## src/core/lls_cfg.svh

```systemverilog
// Constants of the load latency sampler: field widths, reset values, source codes
`ifndef LLS_CFG_SVH
`define LLS_CFG_SVH

`define LLS_THR_W       16
`define LLS_THR_LSB     0
`define LLS_THR_RST     16'h0003
`define LLS_LAT_W       16
`define LLS_LAT_MAX     16'hffff
`define LLS_SRC_W       4
`define LLS_LFSR_W      16
`define LLS_LFSR_SEED   16'hace1
`define LLS_LFSR_TAPS   16'hb400
`define LLS_TAG_MASK    16'h000f
`define LLS_SRC_L3_UNK  4'h0
`define LLS_SRC_L1_HIT  4'h1
`define LLS_SRC_PEND    4'h2
`define LLS_SRC_L2_HIT  4'h3
`define LLS_SRC_L3_HIT  4'h4
`define LLS_SRC_SNP_CLN 4'h5
`define LLS_SRC_SNP_MOD 4'h6
`define LLS_SRC_LLC_MOD 4'h7
`define LLS_SRC_XPKG    4'h8
`define LLS_SRC_RSVD9   4'h9
`define LLS_SRC_LDRAM_S 4'ha
`define LLS_SRC_RDRAM_S 4'hb
`define LLS_SRC_LDRAM_E 4'hc
`define LLS_SRC_RDRAM_E 4'hd
`define LLS_SRC_IO      4'he
`define LLS_SRC_UC      4'hf

`endif

```

## src/core/lls_pkg.sv

```systemverilog
// Types shared by the load latency sampler modules
package lls_pkg;
    typedef logic [15:0] lls_lat_t;
    typedef logic [3:0]  lls_src_t;
endpackage

```

## src/core/lls_mem_if.sv

```systemverilog
// Carrier between the sampler core and its load address store
`timescale 1ns/10ps
interface lls_mem_if #(
    parameter int SLOT_W = 3,
    parameter int ADDR_W = 48
);
    logic              wr_en;
    logic [SLOT_W-1:0] wr_slot;
    logic [ADDR_W-1:0] wr_addr;
    logic [SLOT_W-1:0] rd_slot;
    logic [ADDR_W-1:0] rd_data;

    modport core (output wr_en, output wr_slot, output wr_addr, output rd_slot,
                  input rd_data);
    modport mem  (input wr_en, input wr_slot, input wr_addr, input rd_slot,
                  output rd_data);
endinterface

```

## src/core/lls_addr_mem.sv

```systemverilog
// Per-slot linear address store with registered read data
`timescale 1ns/10ps
module lls_addr_mem #(
    parameter int SLOT_W = 3,
    parameter int ADDR_W = 48
) (
    // Clock and reset
    input  wire logic clk,
    input  wire logic rst,
    // Core side
    lls_mem_if.mem    bus
);
    logic [ADDR_W-1:0] mem_q [2**SLOT_W];

    // Storage is not reset; only slots written at dispatch are ever read back
    always_ff @(posedge clk) begin
        if (bus.wr_en) begin
            mem_q[bus.wr_slot] <= bus.wr_addr;
        end
    end

    // Read data registered, one cycle after the slot is presented
    always_ff @(posedge clk or posedge rst) begin
        if (rst) begin
            bus.rd_data <= '0;
        end else begin
            bus.rd_data <= mem_q[bus.rd_slot];
        end
    end
endmodule

```

## src/core/lls_sampler.sv

```systemverilog
// Load latency sampler: tagging, per-slot latency, threshold and sample record
`timescale 1ns/10ps
`include "lls_cfg.svh"

module lls_sampler
    import lls_pkg::*;
#(
    parameter int         SLOT_W       = 3,
    parameter int         ADDR_W       = 48,
    parameter int         AFTER_W      = 16,
    parameter bit         LLC_MOD_EN   = 1'b0,
    parameter logic [15:0] TAG_MASK    = `LLS_TAG_MASK
) (
    // Clock and reset
    input  wire logic                 CORE_CLK,
    input  wire logic                 RST,
    // Enables from the counter configuration
    input  wire logic                 LAT_EN,
    input  wire logic [AFTER_W-1:0]   SAMPLE_AFTER_VALUE,
    // Threshold register port
    input  wire logic                 THR_WR_EN,
    input  wire logic [31:0]          THR_WR_DATA,
    output logic [31:0]               THR_RD_DATA,
    // Load dispatch
    input  wire logic                 DISP_VALID,
    input  wire logic                 DISP_IS_LOAD,
    input  wire logic [SLOT_W-1:0]    DISP_SLOT,
    input  wire logic [ADDR_W-1:0]    DISP_ADDR,
    // Global observation
    input  wire logic                 GO_VALID,
    input  wire logic [SLOT_W-1:0]    GO_SLOT,
    input  wire logic [3:0]           GO_SOURCE,
    // Retirement
    input  wire logic                 RET_VALID,
    input  wire logic [SLOT_W-1:0]    RET_SLOT,
    // Counter increment and sample record
    output logic                      COUNT_INC,
    output logic                      REC_VALID,
    output logic [ADDR_W-1:0]         REC_ADDR,
    output logic [15:0]               REC_LATENCY,
    output logic [3:0]                REC_SOURCE
);
    localparam int NSLOT = 2**SLOT_W;

    lls_mem_if #(.SLOT_W(SLOT_W), .ADDR_W(ADDR_W)) mem_bus ();

    lls_addr_mem #(.SLOT_W(SLOT_W), .ADDR_W(ADDR_W)) u_mem (
        .clk (CORE_CLK),
        .rst (RST),
        .bus (mem_bus.mem)
    );

    logic [`LLS_THR_W-1:0]  threshold;
    logic [`LLS_LFSR_W-1:0] lfsr;
    logic                   slot_ld  [NSLOT];
    logic                   slot_tag [NSLOT];
    logic                   slot_run [NSLOT];
    lls_lat_t               slot_lat [NSLOT];
    lls_src_t               slot_src [NSLOT];
    logic                   ret_q;
    logic                   ret_tag_q;
    lls_lat_t               ret_lat_q;
    lls_src_t               ret_src_q;
    logic [AFTER_W-1:0]     after_cnt;
    logic [ADDR_W-1:0]      last_addr;
    lls_lat_t               last_lat;
    lls_src_t               last_src;

    // Decode of incoming events
    wire logic        disp_load = DISP_VALID & DISP_IS_LOAD & LAT_EN;
    wire logic        pick      = (lfsr & TAG_MASK) == '0;
    wire logic [`LLS_LFSR_W-1:0] next_lfsr =
        lfsr[0] ? ((lfsr >> 1) ^ `LLS_LFSR_TAPS) : (lfsr >> 1);
    wire logic        above     = ret_q & (ret_lat_q > threshold);
    wire logic        sampled   = above & ret_tag_q;
    wire logic        assist    = sampled & (after_cnt == '0);

    // Source code clean-up: reserved values never leave the block
    function automatic lls_src_t clean_src(input lls_src_t s);
        lls_src_t r;
        r = s;
        if (s == `LLS_SRC_RSVD9) begin
            r = `LLS_SRC_L3_UNK;
        end else if (s == `LLS_SRC_LLC_MOD && !LLC_MOD_EN) begin
            r = `LLS_SRC_SNP_MOD;
        end
        return r;
    endfunction

    // Memory port steering
    assign mem_bus.wr_en   = disp_load;
    assign mem_bus.wr_slot = DISP_SLOT;
    assign mem_bus.wr_addr = DISP_ADDR;
    assign mem_bus.rd_slot = RET_SLOT;

    // Threshold register, upper bits read as zero
    always_ff @(posedge CORE_CLK or posedge RST) begin
        if (RST) begin
            threshold <= `LLS_THR_RST;
        end else if (THR_WR_EN) begin
            threshold <= THR_WR_DATA[`LLS_THR_W-1:`LLS_THR_LSB];
        end
    end

    always_ff @(posedge CORE_CLK or posedge RST) begin
        if (RST) begin
            THR_RD_DATA <= {16'h0000, `LLS_THR_RST};
        end else begin
            THR_RD_DATA <= {16'h0000, (THR_WR_EN ? THR_WR_DATA[15:0] : threshold)};
        end
    end

    // Pseudo-random selector, runs freely so tagging is not phase-locked
    always_ff @(posedge CORE_CLK or posedge RST) begin
        if (RST) begin
            lfsr <= `LLS_LFSR_SEED;
        end else begin
            lfsr <= next_lfsr;
        end
    end

    // Per-slot tag, run flag, latency count and data source
    for (genvar i = 0; i < NSLOT; i++) begin : g_slot
        wire logic hit_i  = DISP_VALID & (DISP_SLOT == SLOT_W'(i));
        wire logic disp_i = disp_load & (DISP_SLOT == SLOT_W'(i));
        wire logic go_i   = GO_VALID & (GO_SLOT == SLOT_W'(i)) & slot_run[i];
        wire logic sat_i  = slot_lat[i] == `LLS_LAT_MAX;

        always_ff @(posedge CORE_CLK or posedge RST) begin
            if (RST) begin
                slot_ld[i]  <= 1'b0;
                slot_tag[i] <= 1'b0;
                slot_run[i] <= 1'b0;
                slot_lat[i] <= '0;
                slot_src[i] <= `LLS_SRC_L3_UNK;
            end else if (disp_i) begin
                // A new dispatch restarts the slot; a GO in the same cycle is stale
                slot_ld[i]  <= 1'b1;
                slot_tag[i] <= pick;
                slot_run[i] <= 1'b1;
                slot_lat[i] <= '0;
                slot_src[i] <= `LLS_SRC_L3_UNK;
            end else if (hit_i) begin
                // Store or unmeasured load: stale state of the slot must not retire
                slot_ld[i]  <= 1'b0;
                slot_tag[i] <= 1'b0;
                slot_run[i] <= 1'b0;
            end else if (slot_run[i]) begin
                if (!sat_i) begin
                    slot_lat[i] <= slot_lat[i] + 16'h0001;
                end
                if (go_i) begin
                    slot_run[i] <= 1'b0;
                    slot_src[i] <= clean_src(GO_SOURCE);
                end
            end
        end
    end

    // Retire stage: slot state sampled alongside the address read
    always_ff @(posedge CORE_CLK or posedge RST) begin
        if (RST) begin
            ret_q     <= 1'b0;
            ret_tag_q <= 1'b0;
            ret_lat_q <= '0;
            ret_src_q <= `LLS_SRC_L3_UNK;
        end else begin
            ret_q     <= RET_VALID & LAT_EN & slot_ld[RET_SLOT];
            ret_tag_q <= slot_tag[RET_SLOT];
            ret_lat_q <= slot_lat[RET_SLOT];
            ret_src_q <= slot_src[RET_SLOT];
        end
    end

    // Counter increment for every load above threshold
    always_ff @(posedge CORE_CLK or posedge RST) begin
        if (RST) begin
            COUNT_INC <= 1'b0;
        end else begin
            COUNT_INC <= above;
        end
    end

    // Last tagged load, updated on each qualifying tagged retire
    always_ff @(posedge CORE_CLK or posedge RST) begin
        if (RST) begin
            last_addr <= '0;
            last_lat  <= '0;
            last_src  <= `LLS_SRC_L3_UNK;
        end else if (sampled) begin
            last_addr <= mem_bus.rd_data;
            last_lat  <= ret_lat_q;
            last_src  <= ret_src_q;
        end
    end

    // Sample-after countdown over tagged loads above threshold, reloaded at each assist
    always_ff @(posedge CORE_CLK or posedge RST) begin
        if (RST) begin
            after_cnt <= '0;
        end else if (assist) begin
            after_cnt <= SAMPLE_AFTER_VALUE;
        end else if (sampled) begin
            after_cnt <= after_cnt - AFTER_W'(1);
        end
    end

    // Record write; the retiring load is the newest, so it is taken directly
    always_ff @(posedge CORE_CLK or posedge RST) begin
        if (RST) begin
            REC_VALID   <= 1'b0;
            REC_ADDR    <= '0;
            REC_LATENCY <= '0;
            REC_SOURCE  <= `LLS_SRC_L3_UNK;
        end else begin
            REC_VALID <= assist;
            if (assist) begin
                REC_ADDR    <= mem_bus.rd_data;
                REC_LATENCY <= ret_lat_q;
                REC_SOURCE  <= ret_src_q;
            end
        end
    end

    // last_* hold the most recent tagged load above threshold for inspection between assists
    wire logic unused_last = ^{last_addr, last_lat, last_src};
endmodule

```

## config.mk

```make
export PLATFORM = sky130hd
export DESIGN_NAME = lls_sampler
export DESIGN_NICKNAME = d
export VERILOG_FILES = /design/src/core/lls_pkg.sv /design/src/core/lls_mem_if.sv /design/src/core/lls_addr_mem.sv /design/src/core/lls_sampler.sv
export VERILOG_INCLUDE_DIRS = /design/src /design/src/core
export SDC_FILE = /design/constraint.sdc
export NUM_CORES = 1
export LEC_CHECK = 0
export ABC_AREA = 0
export BUFFER_PORTS_ARGS = -buffer_cell sky130_fd_sc_hd__buf_2
export CAP_MARGIN = 40
export CORE_UTILIZATION = 56
export DETAILED_ROUTE_END_ITERATION = 7
export GPL_TIMING_DRIVEN = 1
export HOLD_SLACK_MARGIN = 0.05
export PLACE_DENSITY = 0.81
export RECOVER_POWER = 25
export SLEW_MARGIN = 20
export SYNTH_ARGS = -nofsm -noshare
export SYNTH_HDL_FRONTEND = slang
export SYNTH_SLANG_ARGS = --single-unit
```

## constraint.sdc

```tcl
create_clock -name CORE_CLK -period 43.2 [get_ports CORE_CLK]
set_clock_uncertainty 0.15 [all_clocks]
set_input_delay 12.96 -clock CORE_CLK [delete_from_list [all_inputs] [get_ports CORE_CLK]]
set_output_delay 12.96 -clock CORE_CLK [all_outputs]
set_load 0.02 [all_outputs]
```

# == Word-level counts from Yosys, hierarchy flattened ==
# Memory sizes are Yosys's and may differ from the RTL's. A register that Yosys moved wholly into a read port is not among the register bits.
# Index checks and enable logic that the tools add are counted.
# op_classes
n_mux,140
n_reduce_logical,45
n_addsub,9
n_lt_le_gt_ge,2
bitwise_logic,41
n_eq_ne,40
# op_table
operator,n
two-way mux 16 bit,38
two-way mux 4 bit,36
adder 16 x 1 -> 16 bit (second input constant),8
== test 16 bit (second input constant),8
two-way mux 1 bit,62
nonzero test 2 bit,25
binary-select mux 16 bit (select 3 bit),1
AND reduction 3 bit,16
AND 1 bit,39
zero test 16 bit,2
== test 3 bit (second input constant),8
> comparator 16 bit,1
!= test 2 x 1 -> 1 bit (second input constant),8
!= test 2 bit (second input constant),8
subtractor 16 x 1 -> 16 bit (second input constant),1
binary-select mux 4 bit (select 3 bit),1
== test 3 x 2 -> 1 bit (second input constant),4
inverter 3 -> 4 bit,2
binary-select mux 1 bit (select 3 bit),2
== test 3 x 1 -> 1 bit (second input constant),2
zero test 3 bit,2
== test 4 x 3 -> 1 bit (second input constant),1
== test 4 bit (second input constant),1
greater-or-equal comparator 4 bit (second input constant),1
# word_totals
input_bits,117
out_inout_bits,102
regBits,324
ramBits,384
mem_count,1
# memory_table
name,words,word_bits,read_ports,rd_ports_with_merged_regs,write_ports,line_no,rtl
u_mem.mem_q,8,48,1,1,1,lls_addr_mem.sv:13,logic [ADDR_W-1:0] mem_q [2**SLOT_W];

# == Depth between registers and ports, before layout ==
# Gate-level depths: netlist of run 1.
# logic_depth
word_depth,7
ltp_mapped,11

# == Cells and area by module ==
# Synthesis of run 1 repeated with hierarchy kept, for this count alone.
# hier_totals
hier_cells,2016
hier_area_um2,31350.1
# by_module_without_submodules
module,area_each_um2,instances,cells_per_inst,seq_area_each_um2
lls_addr_mem,15864.0,1,617,12732.2
lls_sampler,15486.1,1,1399,8120.3

# == Worst setup path after synthesis of run 1 ==
# Ideal clock, no wire load.
# synth_timing
path_kind,input to register
from,input port DISP_VALID
to,memory u_mem.mem_q[0][0] (enable)
required_ns,42.619
cell_stages,5
setup_slack_ns,26.834
t_arrival_ns,15.785
setup_time_ns,0.431
path_cell_list,clkbuf_1 or4b_2 or2_2 inv_1 clkbuf_1
# synth_via
elab_chain_len,4
# synth_rtl
element,line_no,rtl
"start, declared",lls_sampler.sv:25,"input wire logic DISP_VALID,"
AND 1 bit (2 in a row),lls_sampler.sv:70,wire logic disp_load = DISP_VALID & DISP_IS_LOAD & LAT_EN;
two-way mux 1 bit,lls_addr_mem.sv:17,if (bus.wr_en) begin
two-way mux 1 bit (implied by the code),lls_addr_mem.sv:18,mem_q[bus.wr_slot] <= bus.wr_addr;
"end, declared",lls_addr_mem.sv:13,
# Every way passes these cells.

# == Final worst setup path of run 1 ==
# layout_timing
from,input port DISP_VALID
to,memory u_mem.mem_q[1][9] (enable)
# Same word-level chain as after synthesis.

==> impl_metrics.json, run 1 <==
{
  "outcome": "finished with violations",
  "violations": "max-capacitance violations, max-slew violations",
  "grt_usage": 0.258,
  "crit_chain": "buf_2 -> nor4bb_1 -> nand3_1 -> inv_2 -> buf_4 -> buf_16",
  "drive_above_1_share": 0.257,
  "critPathLaunchType": "input port",
  "htreeDepth": 3,
  "synth_top_family_by_area": "multiplexers",
  "cts-resized-gates": 0,
  "synth_adder_area_share": 0.0100,
  "viasPerCell": 6.10,
  "insertion_delay_ns": 0.63,
  "p_leak_nw": 14.1,
  "fp.coreArea_um2": 55100,
  "fin_tns_setup_ns": 0,
  "crit_path_max_incr_delay_ns": 0.68,
  "wl_um": 72500,
  "rows": 86,
  "vias": 18600,
  "tightest_slew_ns": 3.16,
  "ys_seq_area_frac": 0.668,
  "finalSetupViolations": 0,
  "finalCriticalPeriod_ns": 15.19,
  "max_freq_mhz": 65.8,
  "hold_viol_final": 0,
  "ys_ff_latch": 756,
  "muxShareOfSynthArea": 0.159,
  "grt_pass1_wl_um": 111000,
  "drc": 0,
  "vdd_drop_max_mv": 0.0366,
  "synth_area_um2": 31200,
  "synth_area_leader_cell": "edfxtp_1",
  "nets": 2380,
  "crit_path_max_fanout": 33,
  "dieArea_um2": 56700,
  "slew_violations": 44,
  "cp_data_arrival_time_ns": 15.34,
  "synth_top_flop_cell": "edfxtp_1",
  "p_per_area_nw_per_um2": 45.2,
  "grt_pass1_vias": 19200,
  "cts.clk_slew.worst_paths_ns": 0.06,
  "maxCapViolations": 1,
  "io_buffers": 186,
  "path_delay_family": "simple AND/OR/NAND/NOR gates",
  "layout.cells.non_filler": 3053,
  "syn_avg_cell_area_um2": 15.4,
  "numCtsBuffers": 77,
  "cts_tree": "yes",
  "clkSinkCount": 756,
  "place_congestion": 0.895,
  "synthSimpleGateAreaFrac": 0.0812,
  "rsz0062_at_grt": "no",
  "async_flop_share": 0.492,
  "grt-ovfl-total": 0,
  "post-cts-setup-buffer-count": 0,
  "dpl.hpwl_um": 43100,
  "synth_cells": 2021,
  "wl_per_cell_um": 23.7,
  "ys_warn_count": 0,
  "antenna_found_initial": 6,
  "cts.path.max_buffers": 3,
  "setup_ws_ns": 28.01,
  "clockPowerShare": 0.414,
  "ant_nets": 0,
  "yosys-top-cells-area": "edfxtp_1, dfrtp_1, mux4_2, mux2_2, nor2_1",
  "switching_share": 0.236,
  "die_w_um": 238,
  "dp_slack_ns": 27.45,
  "drt_iter0_markers": 1622,
  "hp-class": "reg -> reg",
  "synth_compound_area_frac": 0.0351,
  "ctsHoldBuffers": 0,
  "dp.cells": 2904,
  "seq_power_share": 0.511,
  "synth.top_cell.area_share": 0.369,
  "root_buffer": "clkbuf_16",
  "p_int_mw": 1.23,
  "yosys.cell_types.count": 67,
  "cp-end-kind": "flip-flop",
  "io_pins": 219,
  "chipHeight_um": 238,
  "slowest_stage": "nor4bb_1",
  "post-route-period-util": 0.352,
  "maxSlewHeadroom": -1.11,
  "path_buf_inv": 4,
  "firstDrtPassIters": 5,
  "area_delta_synth_final_pct": 14.1,
  "initial_utilization": 0.567,
  "crit_type": "in -> reg",
  "power_switching_uw": 380,
  "final_util": 0.646,
  "grt_max_degree": 173,
  "combPwrFrac": 0.075,
  "synth_edf_count": 384,
  "synthXorXnorAreaFrac": 0.0264,
  "worstPathRequired_ns": 43.35
}
[power by group through the flow]
stage	sequential, mW	combinational [mW]	clock, mW
6_report	0.823	0.120	0.667
4_1_cts	0.823	0.121	0.675
3_3_place_gp	0.834	0.111	0
2_1_floorplan	0.828	0.0827	0
5_1_grt	0.826	0.133	0.704
3_5_place_dp	0.836	0.118	0
[path summary, 6_finish.rpt]
check                                    start           endpoint  slack (ns)  cells past startpoint
worst max-delay path                DISP_VALID  u_mem.mem_q[1][9]       28.01                      6
worst max register to register  THR_RD_DATA[1]       REC_ADDR[10]       36.85                     10
worst min register to register         lfsr[8]            lfsr[7]        0.20                      0
worst min-delay path                   lfsr[8]            lfsr[7]        0.20                      0
max in group asynchronous                  RST     THR_RD_DATA[0]       28.86                      5
min in group asynchronous                  RST       slot_lat[58]       12.33                      2
[per-layer routing]
metal,track usage,up-vias,routed length [µm]
li1,-,8025,-
met1,0.343,9625,28700
met2,0.432,821,37200
met3,0.0397,140,4460
met4,0.0989,4,2100
met5,0,-,31
[cell type report]
class | count | area (µm²)
clock inverters | 29 | 340
well taps | 748 | 936
clock buffers | 114 | 2220
flip-flops and latches | 756 | 20900
diodes | 3 | 7.51
multi-input cells | 1132 | 9690
inverters | 52 | 196
fillers | 3822 | 19500
repair buffers | 219 | 1370
[registers in the layout, summed over array words and instances, names as in the netlist, 4 cells and up]
name,flops
after_cnt,16
slot_ld,8
u_mem.mem_q,384
slot_run,8
slot_src,32
ret_lat_q,16
REC_SOURCE,4
THR_RD_DATA,16
u_mem.bus.rd_data,48
lfsr,16
slot_lat,128
ret_src_q,4
slot_tag,8
REC_ADDR,48
REC_LATENCY,16
[metrics by stage]
step | power [mW] | hold WS [ns] | cell area (µm²)
2_1_floorplan | 0.911 | 0.181 | 31300
3_3_place_gp | 0.945 | 0.187 | 32800
3_5_place_dp | 0.955 | 0.187 | 33200
4_1_cts | 1.62 | 0.202 | 35700
5_1_grt | 1.66 | 0.211 | 35600
6_report | 1.61 | 0.202 | 35600
[kinds of logic after synthesis]
group | count (synthesis)
AOI/OAI and AO/OA | 184
xor gates and xnor gates | 94
adders and majority gates | 25
buffers and inverters | 148
DFF | 756
muxes | 294
other | 1
and+or+nand+nor | 519
[cell usage after synthesis, drive strengths merged, types with 3 or more instances]
master	n
a21oi	30
a2bb2oi	3
a31oi	3
a41oi	4
and2	4
and3	20
and4	9
buf	50
clkbuf	46
dfrtp	362
dfstp	10
edfxtp	384
ha	25
inv	50
mux2	146
mux2i	8
mux4	140
nand2	115
nand2b	3
nand3	93
nand4	38
nand4b	3
nand4bb	4
nor2	155
nor3	28
nor4	8
o211ai	14
o21ai	95
o31ai	10
or2	9
or3	17
or4	5
xnor2	49
xor2	45
[cell usage in the layout (no fill, tap or decap), types with 5 or more instances in the layout]
cell type	count
clkbuf_16	80
ha_1	25
mux2i_1	8
clkinvlp_4	6
nor2_1	155
mux2_2	126
nor3_1	28
mux4_2	140
nand3_1	93
buf_2	143
mux2_1	19
buf_4	16
dfrtp_1	362
a21oi_1	30
clkbuf_1	69
dfstp_2	9
inv_2	8
or3_1	17
xor2_1	45
nand4_1	38
edfxtp_1	384
buf_12	5
clkinv_2	11
or2_2	9
o21ai_0	95
nand2_1	115
o31ai_1	10
and3_1	20
and4_1	9
nor4_1	6
o211ai_1	14
xnor2_1	49
clkbuf_8	10
inv_1	43
conb_1	16
buf_16	9
No activity file was read; power rests on OpenSTA's default activity.
==> run 2, diff against run 1 <==
Settings changed: CORE_UTILIZATION 56 to 54.
Clock period 43.2 ns to 13.6 ns, I/O delays scaled along.
==> impl_metrics.json, run 2 (same netlist as run 1, synthesis figures left out) <==
{
  "place_congestion": 0.892,
  "final_util": 0.630,
  "outcome": "finished with violations",
  "seq_power_share": 0.508,
  "min-delay-start": "lfsr[8]",
  "root_buffer": "clkbuf_16",
  "crit_type": "in -> reg",
  "maxSlewHeadroom": -1.17,
  "cts-resized-gates": 0,
  "violations": "max-capacitance violations, max-slew violations",
  "clockPowerShare": 0.418,
  "dpl.hpwl_um": 44200,
  "clkSinkCount": 756,
  "post-route-period-util": 0.502,
  "viasPerCell": 6.01,
  "crit_start": "RET_SLOT[0]",
  "rows": 87,
  "drt_iter0_markers": 1623,
  "switching_share": 0.231,
  "wl_per_cell_um": 23.2,
  "cp_data_arrival_time_ns": 7.15,
  "holdWs_ns": 0.198,
  "min_delay_worst_endpoint": "lfsr[7]",
  "wl_um": 71000,
  "power_switching_mw": 1.19,
  "hold_viol_final": 0,
  "vdd_drop_max_mv": 0.0945,
  "reg2reg_slack_ns": 7.10,
  "layout_common_cells": "edfxtp_1, dfrtp_1, nor2_1",
  "grt_pass1_vias": 19000,
  "timing.rr.start": "THR_RD_DATA[1]",
  "finalSetupViolations": 0,
  "reg_top3": "u_mem.mem_q: 384 flops, slot_lat: 128 flops",
  "grt-ovfl-total": 0,
  "rr_worst_depth": 10,
  "die_w_um": 242,
  "ctsHoldBuffers": 0,
  "dieArea_um2": 58800,
  "fp.coreArea_um2": 56700,
  "post-cts-setup-buffer-count": 0,
  "vias": 18400,
  "io_pins": 219,
  "cts.clk_slew.worst_paths_ns": 0.06,
  "crit_path_max_fanout": 61,
  "grt_max_degree": 67,
  "area_delta_synth_final_pct": 14.4,
  "largest_reg_flops": 384,
  "combPwrFrac": 0.073,
  "rsz0062_at_grt": "no",
  "r2r_end": "REC_ADDR[9]",
  "ant_nets": 0,
  "numCtsBuffers": 77,
  "nets": 2385,
  "antenna_found_initial": 7,
  "io_buffers": 186,
  "drive_above_1_share": 0.261,
  "min_path_cells": 0,
  "grt_pass1_wl_um": 111000,
  "p_leak_nw": 14.2,
  "grt_usage": 0.246,
  "max_freq_mhz": 147,
  "cts_tree": "yes",
  "initial_utilization": 0.550,
  "chipHeight_um": 242,
  "layout_commonest_cell": "edfxtp_1",
  "hp-class": "reg -> reg",
  "p_per_area_nw_per_um2": 144,
  "p_int_mw": 3.96,
  "insertion_delay_ns": 0.62,
  "maxCapViolations": 1,
  "cp-end-kind": "flip-flop",
  "firstDrtPassIters": 5,
  "top_register": "u_mem.mem_q",
  "nFillCells": 3918,
  "cts.path.max_buffers": 3,
  "slew_violations": 41,
  "fin_tns_setup_ns": 0,
  "critPathLaunchType": "input port",
  "tightest_slew_ns": 3.25,
  "worstPathRequired_ns": 13.93,
  "drc": 0,
  "htreeDepth": 3,
  "finalCriticalPeriod_ns": 6.82
}
## run 2: area by class of cell
cell class / count / area [µm²] / share of cell area
clock buffer: 102 / 2180 / 0.0612
multi-input combinational: 1132 / 9690 / 0.271
sequential: 756 / 20900 / 0.584
tap: 756 / 946 / 0.0265
clock inverter: 39 / 407 / 0.0114
antenna: 5 / 12.5 / 0.000350
inverter: 52 / 199 / 0.00557
timing repair buffer: 224 / 1410 / 0.0395
## run 2: worst max-delay path by stage
| stage | to | slack, ns | cells after the start |
|---|---|---|---|
| finish | ret_lat_q[4] | 6.78 | 6 |
| global route | ret_lat_q[4] | 6.48 | 6 |
| CTS | ret_lat_q[4] | 6.68 | 6 |
| detailed placement | ret_lat_q[4] | 6.06 | 6 |
| global placement | ret_lat_q[4] | 5.96 | 5 |
| floorplan | COUNT_INC | 4.38 | 1 |
## run 2: worst max-delay path: stages
cell	delay (ns)
clkbuf_8	0.57
buf_4	0.72
buf_4	0.52
buf_12	0.28
mux4_2	0.58
mux2_2	0.33
## run 2: routing by layer
layer,routed length (µm),up-vias,track usage
met3,4470,121,0.0422
met4,1850,6,0.0864
met1,28100,9501,0.323
li1,-,8040,-
met5,33,-,0
met2,36600,753,0.417
## run 2: power by group through the flow
stage	Clock (mW)	Sequential (mW)	Combinational (mW)
2_1_floorplan	0	2.63	0.263
3_3_place_gp	0	2.65	0.350
3_5_place_dp	0	2.66	0.376
4_1_cts	2.19	2.62	0.381
5_1_grt	2.28	2.63	0.418
6_report	2.15	2.62	0.378
## run 2: per-stage QoR
step                      cell area [µm²]  power (mW)  worst slack, ns  instances
after global routing                35700        5.32             6.48       3063
final                               35700        5.15             6.78       3066
after global placement              32900        3.00             5.96       2902
after floorplan                     31300        2.89             4.38       2036
after detailed placement            33200        3.04             6.06       2916
after CTS                           35800        5.18             6.68       3057
